<file path="src/design/can_rx_pkg.sv">
//==========================================================================
// Functional notes
// Five-stage receive queue; only the head is visible.
// Each receive buffer holds fifteen bytes.
// Full flag marks an accepted frame at head.
// Background buffer filled while filter evaluates.
// Accepted frame queued, flag set, interrupt unless masked.
// Software reads head, then clears flag to release.
// Back-to-back frames go into background buffer.
// Rejected or faulty frames are never queued.
// Own frames not queued except in loopback.
// Lost arbitration continues as ordinary receiver.
// Accepted frame into full queue raises overrun.
// Full queue drops frames until space frees.
// Pattern registers with per-bit don't-care masks.
// Hit index reports lowest matching filter.
// Thirty-two bit mode: two filters, banks.
// Sixteen bit mode: four filters, two per bank.
// Eight bit mode: eight byte filters.
// Closed mode never sets the full flag.
// Error counters are read-only.
// Configuration writable only in acknowledged init mode.
// Transmit pin forced recessive in init or power-down.
// Module enable bit accepts one write only.
// Init acknowledge follows request once settled.
// Mask one ignores bit; queue is oldest first.
//==========================================================================
package can_rx_pkg;

	// Structure sizes.
	localparam int FIFO_DEPTH = 5;
	localparam int BUF_BYTES  = 15;
	localparam int TS_HI_BYTE = 13;
	localparam int TS_LO_BYTE = 14;
	localparam int ADDR_W     = 8;

	// Register byte addresses.
	localparam logic [7:0] CTL0_ADDR   = 8'h00;
	localparam logic [7:0] CTL1_ADDR   = 8'h04;
	localparam logic [7:0] BTR0_ADDR   = 8'h08;
	localparam logic [7:0] BTR1_ADDR   = 8'h0C;
	localparam logic [7:0] RFLG_ADDR   = 8'h10;
	localparam logic [7:0] IDAC_ADDR   = 8'h14;
	localparam logic [7:0] ERRC_ADDR   = 8'h18;
	localparam logic [7:0] PAT_BASE    = 8'h20;
	localparam logic [7:0] MASK_BASE   = 8'h40;
	localparam logic [7:0] FG_BASE     = 8'h60;
	localparam logic [7:0] FG_LAST     = 8'h98;

	// Field positions.
	localparam int CTL0_INIT_REQ = 0;
	localparam int CTL0_PWR_DOWN = 1;
	localparam int CTL0_RX_IE    = 2;
	localparam int CTL0_OVR_IE   = 3;
	localparam int CTL1_INIT_ACK = 0;
	localparam int CTL1_TS_EN    = 3;
	localparam int CTL1_LOOPBACK = 5;
	localparam int CTL1_ENABLE   = 7;
	localparam int RFLG_RX_FULL  = 0;
	localparam int RFLG_OVERRUN  = 1;
	localparam int IDAC_MODE_LO  = 4;

	// Reset values.
	localparam logic [7:0] CTL0_RESET = 8'h01;
	localparam logic [7:0] CTL1_RESET = 8'h00;
	localparam logic [7:0] CFG_RESET  = 8'h00;

	// AXI responses.
	localparam logic [1:0] RESP_OKAY   = 2'h0;
	localparam logic [1:0] RESP_SLVERR = 2'h2;

	typedef enum logic [1:0] {FILT_32, FILT_16, FILT_8, FILT_CLOSED} filter_mode_t;

	// One byte written into the background buffer by the bit engine.
	typedef struct packed {
		logic       valid;
		logic [3:0] index;
		logic [7:0] data;
	} rx_byte_t;

	// End-of-frame report from the bit engine.
	typedef struct packed {
		logic done;
		logic ok;
	} frame_status_t;

endpackage

</file>
<file path="src/design/can_rx_fifo_filter.sv">
// Design decisions made here: the AXI4-Lite register port and the address map.
`timescale 1ns/1ns
module can_rx_fifo_filter
	import can_rx_pkg::*;
(
	// Clock, reset and enable.
	input  wire logic                clk_i,
	input  wire logic                reset_n_i,
	input  wire logic                ce_i,
	// AXI4-Lite write channels.
	input  wire logic                s_axi_awvalid_i,
	output logic                     s_axi_awready_o,
	input  wire logic [ADDR_W-1:0]   s_axi_awaddr_i,
	input  wire logic                s_axi_wvalid_i,
	output logic                     s_axi_wready_o,
	input  wire logic [31:0]         s_axi_wdata_i,
	input  wire logic [3:0]          s_axi_wstrb_i,
	output logic                     s_axi_bvalid_o,
	input  wire logic                s_axi_bready_i,
	output logic [1:0]               s_axi_bresp_o,
	// AXI4-Lite read channels.
	input  wire logic                s_axi_arvalid_i,
	output logic                     s_axi_arready_o,
	input  wire logic [ADDR_W-1:0]   s_axi_araddr_i,
	output logic                     s_axi_rvalid_o,
	input  wire logic                s_axi_rready_i,
	output logic [31:0]              s_axi_rdata_o,
	output logic [1:0]               s_axi_rresp_o,
	// Bit engine side.
	input  wire rx_byte_t            rx_byte_i,
	input  wire frame_status_t       frame_status_i,
	input  wire logic                tx_active_i,
	input  wire logic                tx_bit_i,
	input  wire logic [15:0]         time_stamp_i,
	input  wire logic [7:0]          rx_err_cnt_i,
	input  wire logic [7:0]          tx_err_cnt_i,
	// Status outputs.
	output logic                     tx_pin_o,
	output logic                     ack_enable_o,
	output logic                     rx_irq_o,
	output logic                     overrun_irq_o
);

	//======================================================================
	// Reset synchroniser
	//======================================================================
	logic rst_meta_reg;
	logic rst_n_reg;

	// Release is delayed two edges; assertion acts at once.
	always_ff @(posedge clk_i or negedge reset_n_i)
	begin
		if (!reset_n_i)
		begin
			rst_meta_reg <= 1'b0;
			rst_n_reg    <= 1'b0;
		end
		else
		begin
			rst_meta_reg <= 1'b1;
			rst_n_reg    <= rst_meta_reg;
		end
	end

	//======================================================================
	// Storage
	//======================================================================
	logic [7:0] ctl0_reg;
	logic [7:0] ctl1_reg;
	logic [7:0] btr0_reg;
	logic [7:0] btr1_reg;
	logic [1:0] mode_reg;
	logic       overrun_reg;
	logic       init_ack_reg;
	logic       enable_written_reg;
	logic [7:0] pattern_reg [8];
	logic [7:0] mask_reg [8];
	logic [7:0] bg_reg [BUF_BYTES];
	logic [7:0] mem_reg [FIFO_DEPTH][BUF_BYTES];
	logic [2:0] hit_mem_reg [FIFO_DEPTH];
	logic [2:0] wr_ptr_reg;
	logic [2:0] rd_ptr_reg;
	logic [2:0] count_reg;

	//======================================================================
	// AXI4-Lite slave
	//======================================================================
	logic              aw_held_reg;
	logic              w_held_reg;
	logic [ADDR_W-1:0] aw_addr_reg;
	logic [7:0]        w_byte_reg;
	logic              w_lane0_reg;
	logic              do_write;
	logic              wr_ok;

	function automatic logic addr_mapped(input logic [ADDR_W-1:0] a);
		addr_mapped = (a[1:0] == 2'h0) && (a <= FG_LAST);
		if (a > ERRC_ADDR && a < PAT_BASE)
			addr_mapped = 1'b0;
	endfunction

	assign do_write = aw_held_reg && w_held_reg && !s_axi_bvalid_o;
	assign wr_ok    = do_write && w_lane0_reg && addr_mapped(aw_addr_reg);

	// Address and data are latched independently; the response follows both.
	always_ff @(posedge clk_i or negedge rst_n_reg)
	begin
		if (!rst_n_reg)
		begin
			aw_held_reg     <= 1'b0;
			w_held_reg      <= 1'b0;
			aw_addr_reg     <= '0;
			w_byte_reg      <= 8'h00;
			w_lane0_reg     <= 1'b0;
			s_axi_awready_o <= 1'b1;
			s_axi_wready_o  <= 1'b1;
			s_axi_bvalid_o  <= 1'b0;
			s_axi_bresp_o   <= RESP_OKAY;
		end
		else if (ce_i)
		begin
			if (s_axi_awvalid_i && s_axi_awready_o)
			begin
				aw_held_reg     <= 1'b1;
				aw_addr_reg     <= s_axi_awaddr_i;
				s_axi_awready_o <= 1'b0;
			end
			if (s_axi_wvalid_i && s_axi_wready_o)
			begin
				w_held_reg     <= 1'b1;
				w_byte_reg     <= s_axi_wdata_i[7:0];
				w_lane0_reg    <= s_axi_wstrb_i[0];
				s_axi_wready_o <= 1'b0;
			end
			if (do_write)
			begin
				s_axi_bvalid_o <= 1'b1;
				s_axi_bresp_o  <= addr_mapped(aw_addr_reg) ? RESP_OKAY : RESP_SLVERR;
			end
			if (s_axi_bvalid_o && s_axi_bready_i)
			begin
				s_axi_bvalid_o  <= 1'b0;
				aw_held_reg     <= 1'b0;
				w_held_reg      <= 1'b0;
				s_axi_awready_o <= 1'b1;
				s_axi_wready_o  <= 1'b1;
			end
		end
	end

	logic [2:0] head_hit;

	// An empty queue reports no hit rather than a stale one from a popped frame.
	assign head_hit = (count_reg != 3'h0) ? hit_mem_reg[rd_ptr_reg] : 3'h0;

	// Read data is assembled from registered state, except the error counters taken straight from the inputs.
	function automatic logic [7:0] read_byte(input logic [ADDR_W-1:0] a);
		logic [ADDR_W-1:0] off;
		off       = a - FG_BASE;
		read_byte = 8'h00;
		if (a >= FG_BASE)
			read_byte = mem_reg[rd_ptr_reg][off[5:2]];
		else if (a >= MASK_BASE)
			read_byte = mask_reg[a[4:2]];
		else if (a >= PAT_BASE)
			read_byte = pattern_reg[a[4:2]];
		else
			case (a)
				CTL0_ADDR: read_byte = ctl0_reg;
				CTL1_ADDR: read_byte = {ctl1_reg[7:1], init_ack_reg};
				BTR0_ADDR: read_byte = btr0_reg;
				BTR1_ADDR: read_byte = btr1_reg;
				RFLG_ADDR: read_byte = {6'h00, overrun_reg, count_reg != 3'h0};
				IDAC_ADDR: read_byte = {2'h0, mode_reg, 1'b0, head_hit};
				default:   read_byte = 8'h00;
			endcase
	endfunction

	always_ff @(posedge clk_i or negedge rst_n_reg)
	begin
		if (!rst_n_reg)
		begin
			s_axi_arready_o <= 1'b1;
			s_axi_rvalid_o  <= 1'b0;
			s_axi_rdata_o   <= 32'h0000_0000;
			s_axi_rresp_o   <= RESP_OKAY;
		end
		else if (ce_i)
		begin
			if (s_axi_arvalid_i && s_axi_arready_o)
			begin
				s_axi_arready_o <= 1'b0;
				s_axi_rvalid_o  <= 1'b1;
				s_axi_rresp_o   <= addr_mapped(s_axi_araddr_i) ? RESP_OKAY : RESP_SLVERR;
				// A refused read returns zero so no stale head byte leaks out.
				if (!addr_mapped(s_axi_araddr_i))
					s_axi_rdata_o <= 32'h0000_0000;
				else if (s_axi_araddr_i == ERRC_ADDR)
					s_axi_rdata_o <= {16'h0000, tx_err_cnt_i, rx_err_cnt_i};
				else
					s_axi_rdata_o <= {24'h000000, read_byte(s_axi_araddr_i)};
			end
			else if (s_axi_rvalid_o && s_axi_rready_i)
			begin
				s_axi_rvalid_o  <= 1'b0;
				s_axi_arready_o <= 1'b1;
			end
		end
	end

	//======================================================================
	// Control and configuration registers
	//======================================================================
	logic cfg_unlocked;
	logic in_init;
	logic online;

	assign cfg_unlocked = ctl0_reg[CTL0_INIT_REQ] && init_ack_reg;
	assign in_init      = ctl0_reg[CTL0_INIT_REQ] || init_ack_reg;
	assign online       = ctl1_reg[CTL1_ENABLE] && !in_init && !ctl0_reg[CTL0_PWR_DOWN];

	// Init request may only be withdrawn once acknowledged.
	always_ff @(posedge clk_i or negedge rst_n_reg)
	begin
		if (!rst_n_reg)
		begin
			ctl0_reg           <= CTL0_RESET;
			ctl1_reg           <= CTL1_RESET;
			init_ack_reg       <= 1'b0;
			enable_written_reg <= 1'b0;
		end
		else if (ce_i)
		begin
			init_ack_reg <= ctl0_reg[CTL0_INIT_REQ];
			if (wr_ok && aw_addr_reg == CTL0_ADDR)
			begin
				ctl0_reg[7:1] <= w_byte_reg[7:1];
				if (w_byte_reg[CTL0_INIT_REQ] || init_ack_reg)
					ctl0_reg[CTL0_INIT_REQ] <= w_byte_reg[CTL0_INIT_REQ];
			end
			if (wr_ok && aw_addr_reg == CTL1_ADDR)
			begin
				if (cfg_unlocked)
					ctl1_reg[6:1] <= w_byte_reg[6:1];
				if (!enable_written_reg)
				begin
					ctl1_reg[CTL1_ENABLE] <= w_byte_reg[CTL1_ENABLE];
					enable_written_reg    <= 1'b1;
				end
			end
		end
	end

	// Timing, filter mode, patterns and masks are locked outside init.
	always_ff @(posedge clk_i or negedge rst_n_reg)
	begin
		if (!rst_n_reg)
		begin
			btr0_reg <= CFG_RESET;
			btr1_reg <= CFG_RESET;
			mode_reg <= 2'h0;
			for (int i = 0; i < 8; i++)
			begin
				pattern_reg[i] <= CFG_RESET;
				mask_reg[i]    <= CFG_RESET;
			end
		end
		else if (ce_i && wr_ok && cfg_unlocked)
		begin
			if (aw_addr_reg == BTR0_ADDR)
				btr0_reg <= w_byte_reg;
			if (aw_addr_reg == BTR1_ADDR)
				btr1_reg <= w_byte_reg;
			if (aw_addr_reg == IDAC_ADDR)
				mode_reg <= w_byte_reg[IDAC_MODE_LO +: 2];
			if (aw_addr_reg >= PAT_BASE && aw_addr_reg < MASK_BASE)
				pattern_reg[aw_addr_reg[4:2]] <= w_byte_reg;
			if (aw_addr_reg >= MASK_BASE && aw_addr_reg < FG_BASE)
				mask_reg[aw_addr_reg[4:2]] <= w_byte_reg;
		end
	end

	//======================================================================
	// Acceptance filter
	//======================================================================
	logic [7:0] cmp_own;
	logic [7:0] cmp_b0;
	logic [7:0] cmp_b1;
	logic [7:0] hits;
	logic [2:0] hit_index;
	logic       hit_any;

	// A mask bit of one excludes that identifier bit from the compare.
	function automatic logic byte_match(input logic [7:0] d, p, m);
		byte_match = ((d ^ p) & ~m) == 8'h00;
	endfunction

	// Filter runs on the background buffer while it fills.
	generate
		for (genvar g = 0; g < 8; g++)
		begin : g_cmp
			assign cmp_own[g] = byte_match(bg_reg[g % 4], pattern_reg[g], mask_reg[g]);
			assign cmp_b0[g]  = byte_match(bg_reg[0], pattern_reg[g], mask_reg[g]);
			assign cmp_b1[g]  = byte_match(bg_reg[1], pattern_reg[g], mask_reg[g]);
		end
	endgenerate

	// Lowest-numbered hit wins.
	always_comb
	begin
		hits = 8'h00;
		case (filter_mode_t'(mode_reg))
			FILT_32: hits = {6'h00, &cmp_own[7:4], &cmp_own[3:0]};
			FILT_16: hits = {4'h0, cmp_b0[6] & cmp_b1[7], cmp_b0[4] & cmp_b1[5],
			                 cmp_b0[2] & cmp_b1[3], cmp_b0[0] & cmp_b1[1]};
			FILT_8:  hits = cmp_b0;
			default: hits = 8'h00;
		endcase
		hit_index = 3'h0;
		for (int i = 7; i >= 0; i--)
			if (hits[i])
				hit_index = 3'(i);
		hit_any = |hits;
	end

	//======================================================================
	// Background buffer and receive queue
	//======================================================================
	logic frame_counts;
	logic push_req;
	logic push;
	logic pop;

	// Own frames count only when arbitration was lost or in loopback.
	assign frame_counts = !tx_active_i || ctl1_reg[CTL1_LOOPBACK];
	assign push_req = frame_status_i.done && frame_status_i.ok && hit_any
	                  && frame_counts && online;
	assign push     = push_req && (count_reg != 3'(FIFO_DEPTH));
	assign pop      = wr_ok && aw_addr_reg == RFLG_ADDR
	                  && w_byte_reg[RFLG_RX_FULL] && count_reg != 3'h0;

	function automatic logic [2:0] ptr_inc(input logic [2:0] p);
		ptr_inc = (p == 3'(FIFO_DEPTH - 1)) ? 3'h0 : p + 3'h1;
	endfunction

	// The engine overwrites bytes freely; a rejected frame is just replaced.
	always_ff @(posedge clk_i or negedge rst_n_reg)
	begin
		if (!rst_n_reg)
		begin
			for (int i = 0; i < BUF_BYTES; i++)
				bg_reg[i] <= 8'h00;
		end
		else if (ce_i && rx_byte_i.valid && rx_byte_i.index < 4'(BUF_BYTES))
			bg_reg[rx_byte_i.index] <= rx_byte_i.data;
	end

	// Completed accepted frames are copied into the queue tail, bytes 13 and 14 replaced by the time stamp or zero.
	always_ff @(posedge clk_i or negedge rst_n_reg)
	begin
		if (!rst_n_reg)
		begin
			for (int e = 0; e < FIFO_DEPTH; e++)
			begin
				hit_mem_reg[e] <= 3'h0;
				for (int i = 0; i < BUF_BYTES; i++)
					mem_reg[e][i] <= 8'h00;
			end
		end
		else if (ce_i && push)
		begin
			for (int i = 0; i < BUF_BYTES; i++)
				mem_reg[wr_ptr_reg][i] <= bg_reg[i];
			mem_reg[wr_ptr_reg][TS_HI_BYTE] <= ctl1_reg[CTL1_TS_EN] ? time_stamp_i[15:8] : 8'h00;
			mem_reg[wr_ptr_reg][TS_LO_BYTE] <= ctl1_reg[CTL1_TS_EN] ? time_stamp_i[7:0] : 8'h00;
			hit_mem_reg[wr_ptr_reg] <= hit_index;
		end
	end

	// Queue pointers; entering init empties the queue.
	always_ff @(posedge clk_i or negedge rst_n_reg)
	begin
		if (!rst_n_reg)
		begin
			wr_ptr_reg <= 3'h0;
			rd_ptr_reg <= 3'h0;
			count_reg  <= 3'h0;
		end
		else if (ce_i)
		begin
			if (init_ack_reg)
			begin
				wr_ptr_reg <= 3'h0;
				rd_ptr_reg <= 3'h0;
				count_reg  <= 3'h0;
			end
			else
			begin
				if (push)
					wr_ptr_reg <= ptr_inc(wr_ptr_reg);
				if (pop)
					rd_ptr_reg <= ptr_inc(rd_ptr_reg);
				// Full flag is count nonzero, so a push in the clearing cycle survives.
				if (push && !pop)
					count_reg <= count_reg + 3'h1;
				else if (pop && !push)
					count_reg <= count_reg - 3'h1;
			end
		end
	end

	// Overrun is sticky; a new overrun beats a clear in the same cycle.
	always_ff @(posedge clk_i or negedge rst_n_reg)
	begin
		if (!rst_n_reg)
			overrun_reg <= 1'b0;
		else if (ce_i)
		begin
			if (push_req && !push)
				overrun_reg <= 1'b1;
			else if (init_ack_reg)
				overrun_reg <= 1'b0;
			else if (wr_ok && aw_addr_reg == RFLG_ADDR && w_byte_reg[RFLG_OVERRUN])
				overrun_reg <= 1'b0;
		end
	end

	//======================================================================
	// Pin and interrupt outputs
	//======================================================================
	logic force_recessive;

	// Forced from the same edge that writes the request, not one later.
	assign force_recessive = (wr_ok && aw_addr_reg == CTL0_ADDR)
	                         ? (w_byte_reg[CTL0_INIT_REQ] || w_byte_reg[CTL0_PWR_DOWN]
	                            || ctl0_reg[CTL0_INIT_REQ])
	                         : (in_init || ctl0_reg[CTL0_PWR_DOWN]);

	always_ff @(posedge clk_i or negedge rst_n_reg)
	begin
		if (!rst_n_reg)
		begin
			tx_pin_o      <= 1'b1;
			ack_enable_o  <= 1'b0;
			rx_irq_o      <= 1'b0;
			overrun_irq_o <= 1'b0;
		end
		else if (ce_i)
		begin
			tx_pin_o      <= force_recessive || !ctl1_reg[CTL1_ENABLE] || tx_bit_i;
			ack_enable_o  <= online && frame_counts;
			rx_irq_o      <= (count_reg != 3'h0) && ctl0_reg[CTL0_RX_IE];
			overrun_irq_o <= overrun_reg && ctl0_reg[CTL0_OVR_IE];
		end
	end

endmodule // can_rx_fifo_filter

</file>
<file path="config.mk">
export PLATFORM = sky130hd
export DESIGN_NAME = can_rx_fifo_filter
export DESIGN_NICKNAME = d
export VERILOG_FILES = /design/src/design/can_rx_pkg.sv /design/src/design/can_rx_fifo_filter.sv
export SDC_FILE = /design/constraint.sdc
export NUM_CORES = 2
export LEC_CHECK = 0
export ABC_AREA = 1
export BUFFER_PORTS_ARGS = -buffer_cell sky130_fd_sc_hd__buf_2
export CAP_MARGIN = 20
export CORE_MARGIN = 2
export CORE_UTILIZATION = 50
export CTS_CLUSTER_DIAMETER = 120
export DETAILED_ROUTE_END_ITERATION = 10
export HOLD_SLACK_MARGIN = 0.08
export PLACE_DENSITY = 0.75
export SYNTH_ARGS = -nofsm -noshare
export SYNTH_HDL_FRONTEND = slang
export SYNTH_SLANG_ARGS = --single-unit
</file>
<file path="constraint.sdc">
create_clock -name clk_i -period 31.7 [get_ports clk_i]
set_input_delay 4.755 -clock clk_i [delete_from_list [all_inputs] [get_ports clk_i]]
set_output_delay 4.755 -clock clk_i [all_outputs]
set_load 0.005 [all_outputs]
</file>
== After elaboration in Yosys (flattened, before gate mapping) ==
Cells that the tools add are included.

* Bits in registers: 974
* Bits of input ports: 109
* Output and inout bits: 45
* Logic and storage cells: 476

* Add/subtract/negate cells: 5
* $lt $le $gt $ge: 23
* Eq/ne operators: 16
* Muxes and demuxes: 125
* Bitwise logic cells: 51
* Reductions and logical operators: 113

{| class="wikitable"
|+ Operator list
! cell !! number
|-
| bitwise mux 600 bit || 17
|-
| demux 120 bit (select 3 bit) || 15
|-
| binary-select mux 120 bit (select 3 bit) || 1
|-
| two-way mux 120 bit || 3
|-
| logical NOT 8 bit || 18
|-
| bitwise AND 8 bit || 16
|-
| bitwise mux 64 bit || 2
|-
| XOR 8 bit || 16
|-
| bitwise mux 120 bit || 1
|-
| two-way mux 112 bit || 1
|-
| two-way mux 8 bit || 14
|-
| two-way mux 104 bit || 1
|-
| two-way mux 96 bit || 1
|-
| two-way mux 88 bit || 1
|-
| two-way mux 80 bit || 1
|-
| two-way mux 72 bit || 1
|-
| two-way mux 64 bit || 1
|-
| inverter 8 bit || 8
|-
| two-way mux 3 bit || 21
|-
| two-way mux 56 bit || 1
|-
| binary-select mux 8 bit (select 3 bit) || 2
|-
| two-way mux 16 bit || 3
|-
| two-way mux 48 bit || 1
|-
| one-hot mux 8 bit (6 select lines) || 1
|-
| other kinds (47) || 186
|}

== Logic depth before layout (Yosys ltp) ==
* Word-level depth: 22
* Gate-level depth with buffers: 20
* Gate-level depth less buffers: 19

== Worst setup path before layout ==
OpenSTA, ideal clock, no wires.

* Kind: input port to flip-flop
* Start point: input port s_axi_araddr_i[2]
* End point: register s_axi_rdata_o[6]
* Setup time: 0.117 ns
* Data arrival time: 6.392 ns
* Required time: 31.583 ns
* Path slack: 25.191 ns
* Stages on the path: 11
* Path buffers: 3
* Cells stage by stage: clkbuf_1 > nand2_1 > inv_1 > clkbuf_1 > buf_1 > a31oi_1 > or2_2 > nand3_1 > nand2_1 > nand2_1 > nand2_1

* Longest elaborated chain between the ends: 9
* Elaborated cells between the ends (all ways): 36
* Those cells by class: 1 x add/sub; 6 x order compare; 6 x eq/ne; 18 x mux; 2 x bitwise; 3 x reduce/logical

{| class="wikitable"
|+ RTL lines
! item !! line !! text
|-
| start, declared || can_rx_fifo_filter.sv:24 || <nowiki>input wire logic [ADDR_W-1:0] s_axi_araddr_i,</nowiki>
|-
| branches (longest 8 deep; another with subtractor 6 bit) || n/a ||
|-
| two-way mux 16 bit * || can_rx_fifo_filter.sv:196 || <nowiki>if (!addr_mapped(s_axi_araddr_i))</nowiki>
|-
| end signal, assigned || can_rx_fifo_filter.sv:199 || <nowiki>s_axi_rdata_o <= {16'h0000, tx_err_cnt_i, rx_err_cnt_i};</nowiki>
|-
| end signal, assigned || can_rx_fifo_filter.sv:201 || <nowiki>s_axi_rdata_o <= {24'h000000, read_byte(s_axi_araddr_i)};</nowiki>
|-
| end, declared || can_rx_fifo_filter.sv:27 || <nowiki>output logic [31:0] s_axi_rdata_o,</nowiki>
|}

Every way passes the cells marked *. The select of a mux whose other input is x is not followed.
A chain may end at the register's enable or synchronous reset.

== Worst setup path in the final report ==
* Start point: input port s_axi_araddr_i[3]
* End point: register s_axi_rdata_o[6]

Same word-level chain as after synthesis.

==> flow_metrics.tcl <==
set metrics [dict create \
    status "completed" \
    gr-usage-all-layers_pct 29.7 \
    cts.reportedPaths.clkPinSlew_ns 0.06 \
    worstHoldStart "rst_meta_reg$_DFF_PN0_" \
    root_buffer "clkbuf_16" \
    syn_area_um2 44600 \
    synth_area_per_cell_um2 8.13 \
    die-area_um2 91600 \
    worstReg2RegStart "bg_reg[116]$_DFFE_PN0P_" \
    rsz0062_at_grt "no" \
    grt_remaining_overflow 0 \
    grt_pass1_wl_um 212000 \
    ctsHoldBuffers 0 \
    cpPeakStageDelay_ns 0.57 \
    required_ns 32.30 \
    drv_slew 0 \
    insertion_delay_ns 0.68 \
    synthDistinctLibCells 60 \
    layout-drive-gt1-share_pct 7.87 \
    cts_tree "yes" \
    antenna_found_initial 1 \
    drt_iter0_drc 4989 \
    rr_worst_depth 18 \
    largest_reg_flops 600 \
    ios 154 \
    gp_congestion 1.06 \
    port_buffers 108 \
    drc_errors 0 \
    grt_pass1_vias 36090 \
    leakagePower_nw 22.0 \
    die_x_um 303 \
    hold_ws_ns 0.352 \
    relSlewSlack_pct 20.7 \
    rows 109 \
    cp_common_cell "nand2_1" \
    wl_per_cell_um 20.6 \
    numCtsBuffers 100 \
    fin_skew_ns 0.0508 \
    dp_hpwl_um 84300 \
    routed-via-count 39194 \
    ys_ff_latch 940 \
    worst_pin_slew_ns 1.17 \
    powerDensity_nw_per_um2 61.3 \
    grt_max_degree 183 \
    tns_ns 0 \
    synth_warnings 0 \
    final_area_um2 48800 \
    yosys.area.top_type "dfrtp_1" \
    die_h_um 303 \
    dr.pass1.iters 8 \
    yosys-top-cells-area "dfrtp_1 52%, nand2_1 14%, o21ai_0 10%, nand3_1 4.4%, inv_1 2.6%" \
    fin_nets 5498 \
    synth_edf_count 0 \
    fmax_mhz 126 \
    worst_slack_ns 23.73 \
    cp_data_arrival_time_ns 8.57 \
    syn_inst 5483 \
    worstSetupPathType "primary input to flip-flop" \
    cap_violations 0 \
    area_growth_pct 9.49 \
    cts_buffer_depth 3 \
    synth_top_area_share_pct 52.5 \
    cts_sinks 940 \
    hold_class "flip-flop to flip-flop" \
    ys_seq_area_share_pct 52.8 \
    setup-violations-final 0 \
    crit_start "s_axi_araddr_i[3]" \
    fin_crit_ns 7.97 \
    hold_violations 0 \
    crit_chain "buf_2 -> inv_1 -> nand2_1 -> buf_4 -> inv_1 -> buf_4 -> nand3_1 -> nand4_1 -> o211ai_1 -> nand3_1 -> nand2_1 -> nand2_1 -> nand2_1" \
    crit_fanout 38 \
    slowest_stage "inv_1" \
    htreeDepth 3 \
    ant_nets 0 \
    vias_per_cell 5.91 \
    cts-resized-gates 0 \
    postCtsSetupBuffers 0 \
    place_ws_ns 23.23 \
    fin_crit_sh_pct 25.1 \
    end_kind "flip-flop" \
    core-area_um2 88400 \
    peakVddDrop_v 0.0000518 \
    ys.flop_type "dfrtp_1" \
    wl_um 137000 \
    hold_depth 0 \
    num-fill-cells 7928 \
    post_dp_cell_area_um2 45200 \
    async_flop_share_pct 100 \
    startpoint_type "primary input" \
    start_util_pct 50.4 \
]
==> synthesized netlist by cell type (all sizes together) (20+ instances only) <==
library cell	n
dfrtp	935
nand3	402
o22ai	57
a32o	26
nand4	29
a21oi	166
inv	318
a31oi	40
buf	154
o21ai	1067
o211ai	30
nor2	228
nand2	1666
nor3	20
clkbuf	226
==> worst max-delay path, delay by kind of cell <==
kind	cells	cell delay, ns
AOI/OAI and AO/OA	1	0.56
and+or+nand+nor	7	1.21
buffers and inverters	5	1.99
==> cell usage in the layout (no fill, tap or decap), types with 12 or more instances in the layout <==
cell / n
o22ai_1: 57
buf_4: 48
nor3_1: 19
o211ai_1: 30
inv_1: 308
a21oi_1: 165
clkbuf_8: 21
o21ai_1: 83
conb_1: 19
bufinv_16: 13
a31oi_1: 40
nor2_1: 221
nand4_1: 28
nand2_1: 1665
dfrtp_1: 931
clkbuf_1: 12
buf_2: 108
a221oi_1: 14
o221ai_1: 14
o21ai_0: 934
a32o_1: 26
clkinv_2: 22
o21ai_2: 50
nand3_1: 395
clkbuf_16: 105
==> per-layer routing <==
| layer | wire [um] | track usage [%] | vias up | part of all wire [%] |
|---|---|---|---|---|
| met4 | 7320 | 14.8 | 0 | 5.4 |
| met5 | 0 | 0 | - | 0 |
| li1 | - | - | 18008 | - |
| met2 | 62200 | 45.8 | 1879 | 45 |
| met3 | 11900 | 5.08 | 372 | 8.7 |
| met1 | 55300 | 40.8 | 18935 | 40 |
==> report_power, final <==
part	switching, W	total (W)	internal [W]
sequential	0.0000530	0.00130	0.00125
combinational	0.000331	0.000431	0.0000998
clock	0.000499	0.00126	0.000758
total	0.000884	0.00299	0.00211
==> per-stage QoR <==
stage	power, W	cells	util [%]
after detailed placement	0.00174	6444	51.1
after global placement	0.00173	6444	51.1
final	0.00299	6634	55.2
after CTS	0.00299	6628	55.1
after global routing	0.00309	6632	55.2
after floorplan	0.00158	5500	-
==> cell type report <==
class                   instances  area [um2]  share of cell area, %
well taps                    1165        1460                   2.99
flip-flops and latches        940       23500                   48.2
inverters                     327        1240                   2.55
clock buffers                 138        2960                   6.07
repair buffers                162        1040                   2.14
multi-input cells            3853       18000                   36.8
clock inverters                46         589                   1.21
diodes                          3        7.51                 0.0154
==> cells by family after synthesis <==
group | Yosys count | synth area share (%)
AND/OR/NAND/NOR | 2364 | 21.7
AO/OA/AOI/OAI | 1458 | 18.1
flip-flops | 940 | 52.8
buffers and inverters | 707 | 7.09
adder cells (fa/ha/maj) | 5 | 0.157
multiplexers | 4 | 0.0982
XOR/XNOR | 3 | 0.0590
other | 2 | 0.0168
==> final timing paths <==
| path | end | slack (ns) |
|---|---|---|
| setup / recovery | s_axi_rdata_o[6]$_DFFE_PN0P_ | 23.73 |
| hold reg to reg | rst_n_reg$_DFF_PN0_ | 0.35 |
| max in group asynchronous | mem_reg[19]$_DFFE_PN0P_ | 26.28 |
| hold / removal | rst_n_reg$_DFF_PN0_ | 0.35 |
| setup reg to reg | mem_reg[177]$_DFFE_PN0P_ | 26.21 |
| min in group asynchronous | mem_reg[457]$_DFFE_PN0P_ | 0.45 |
No activity file was read; power rests on OpenSTA's default activity.
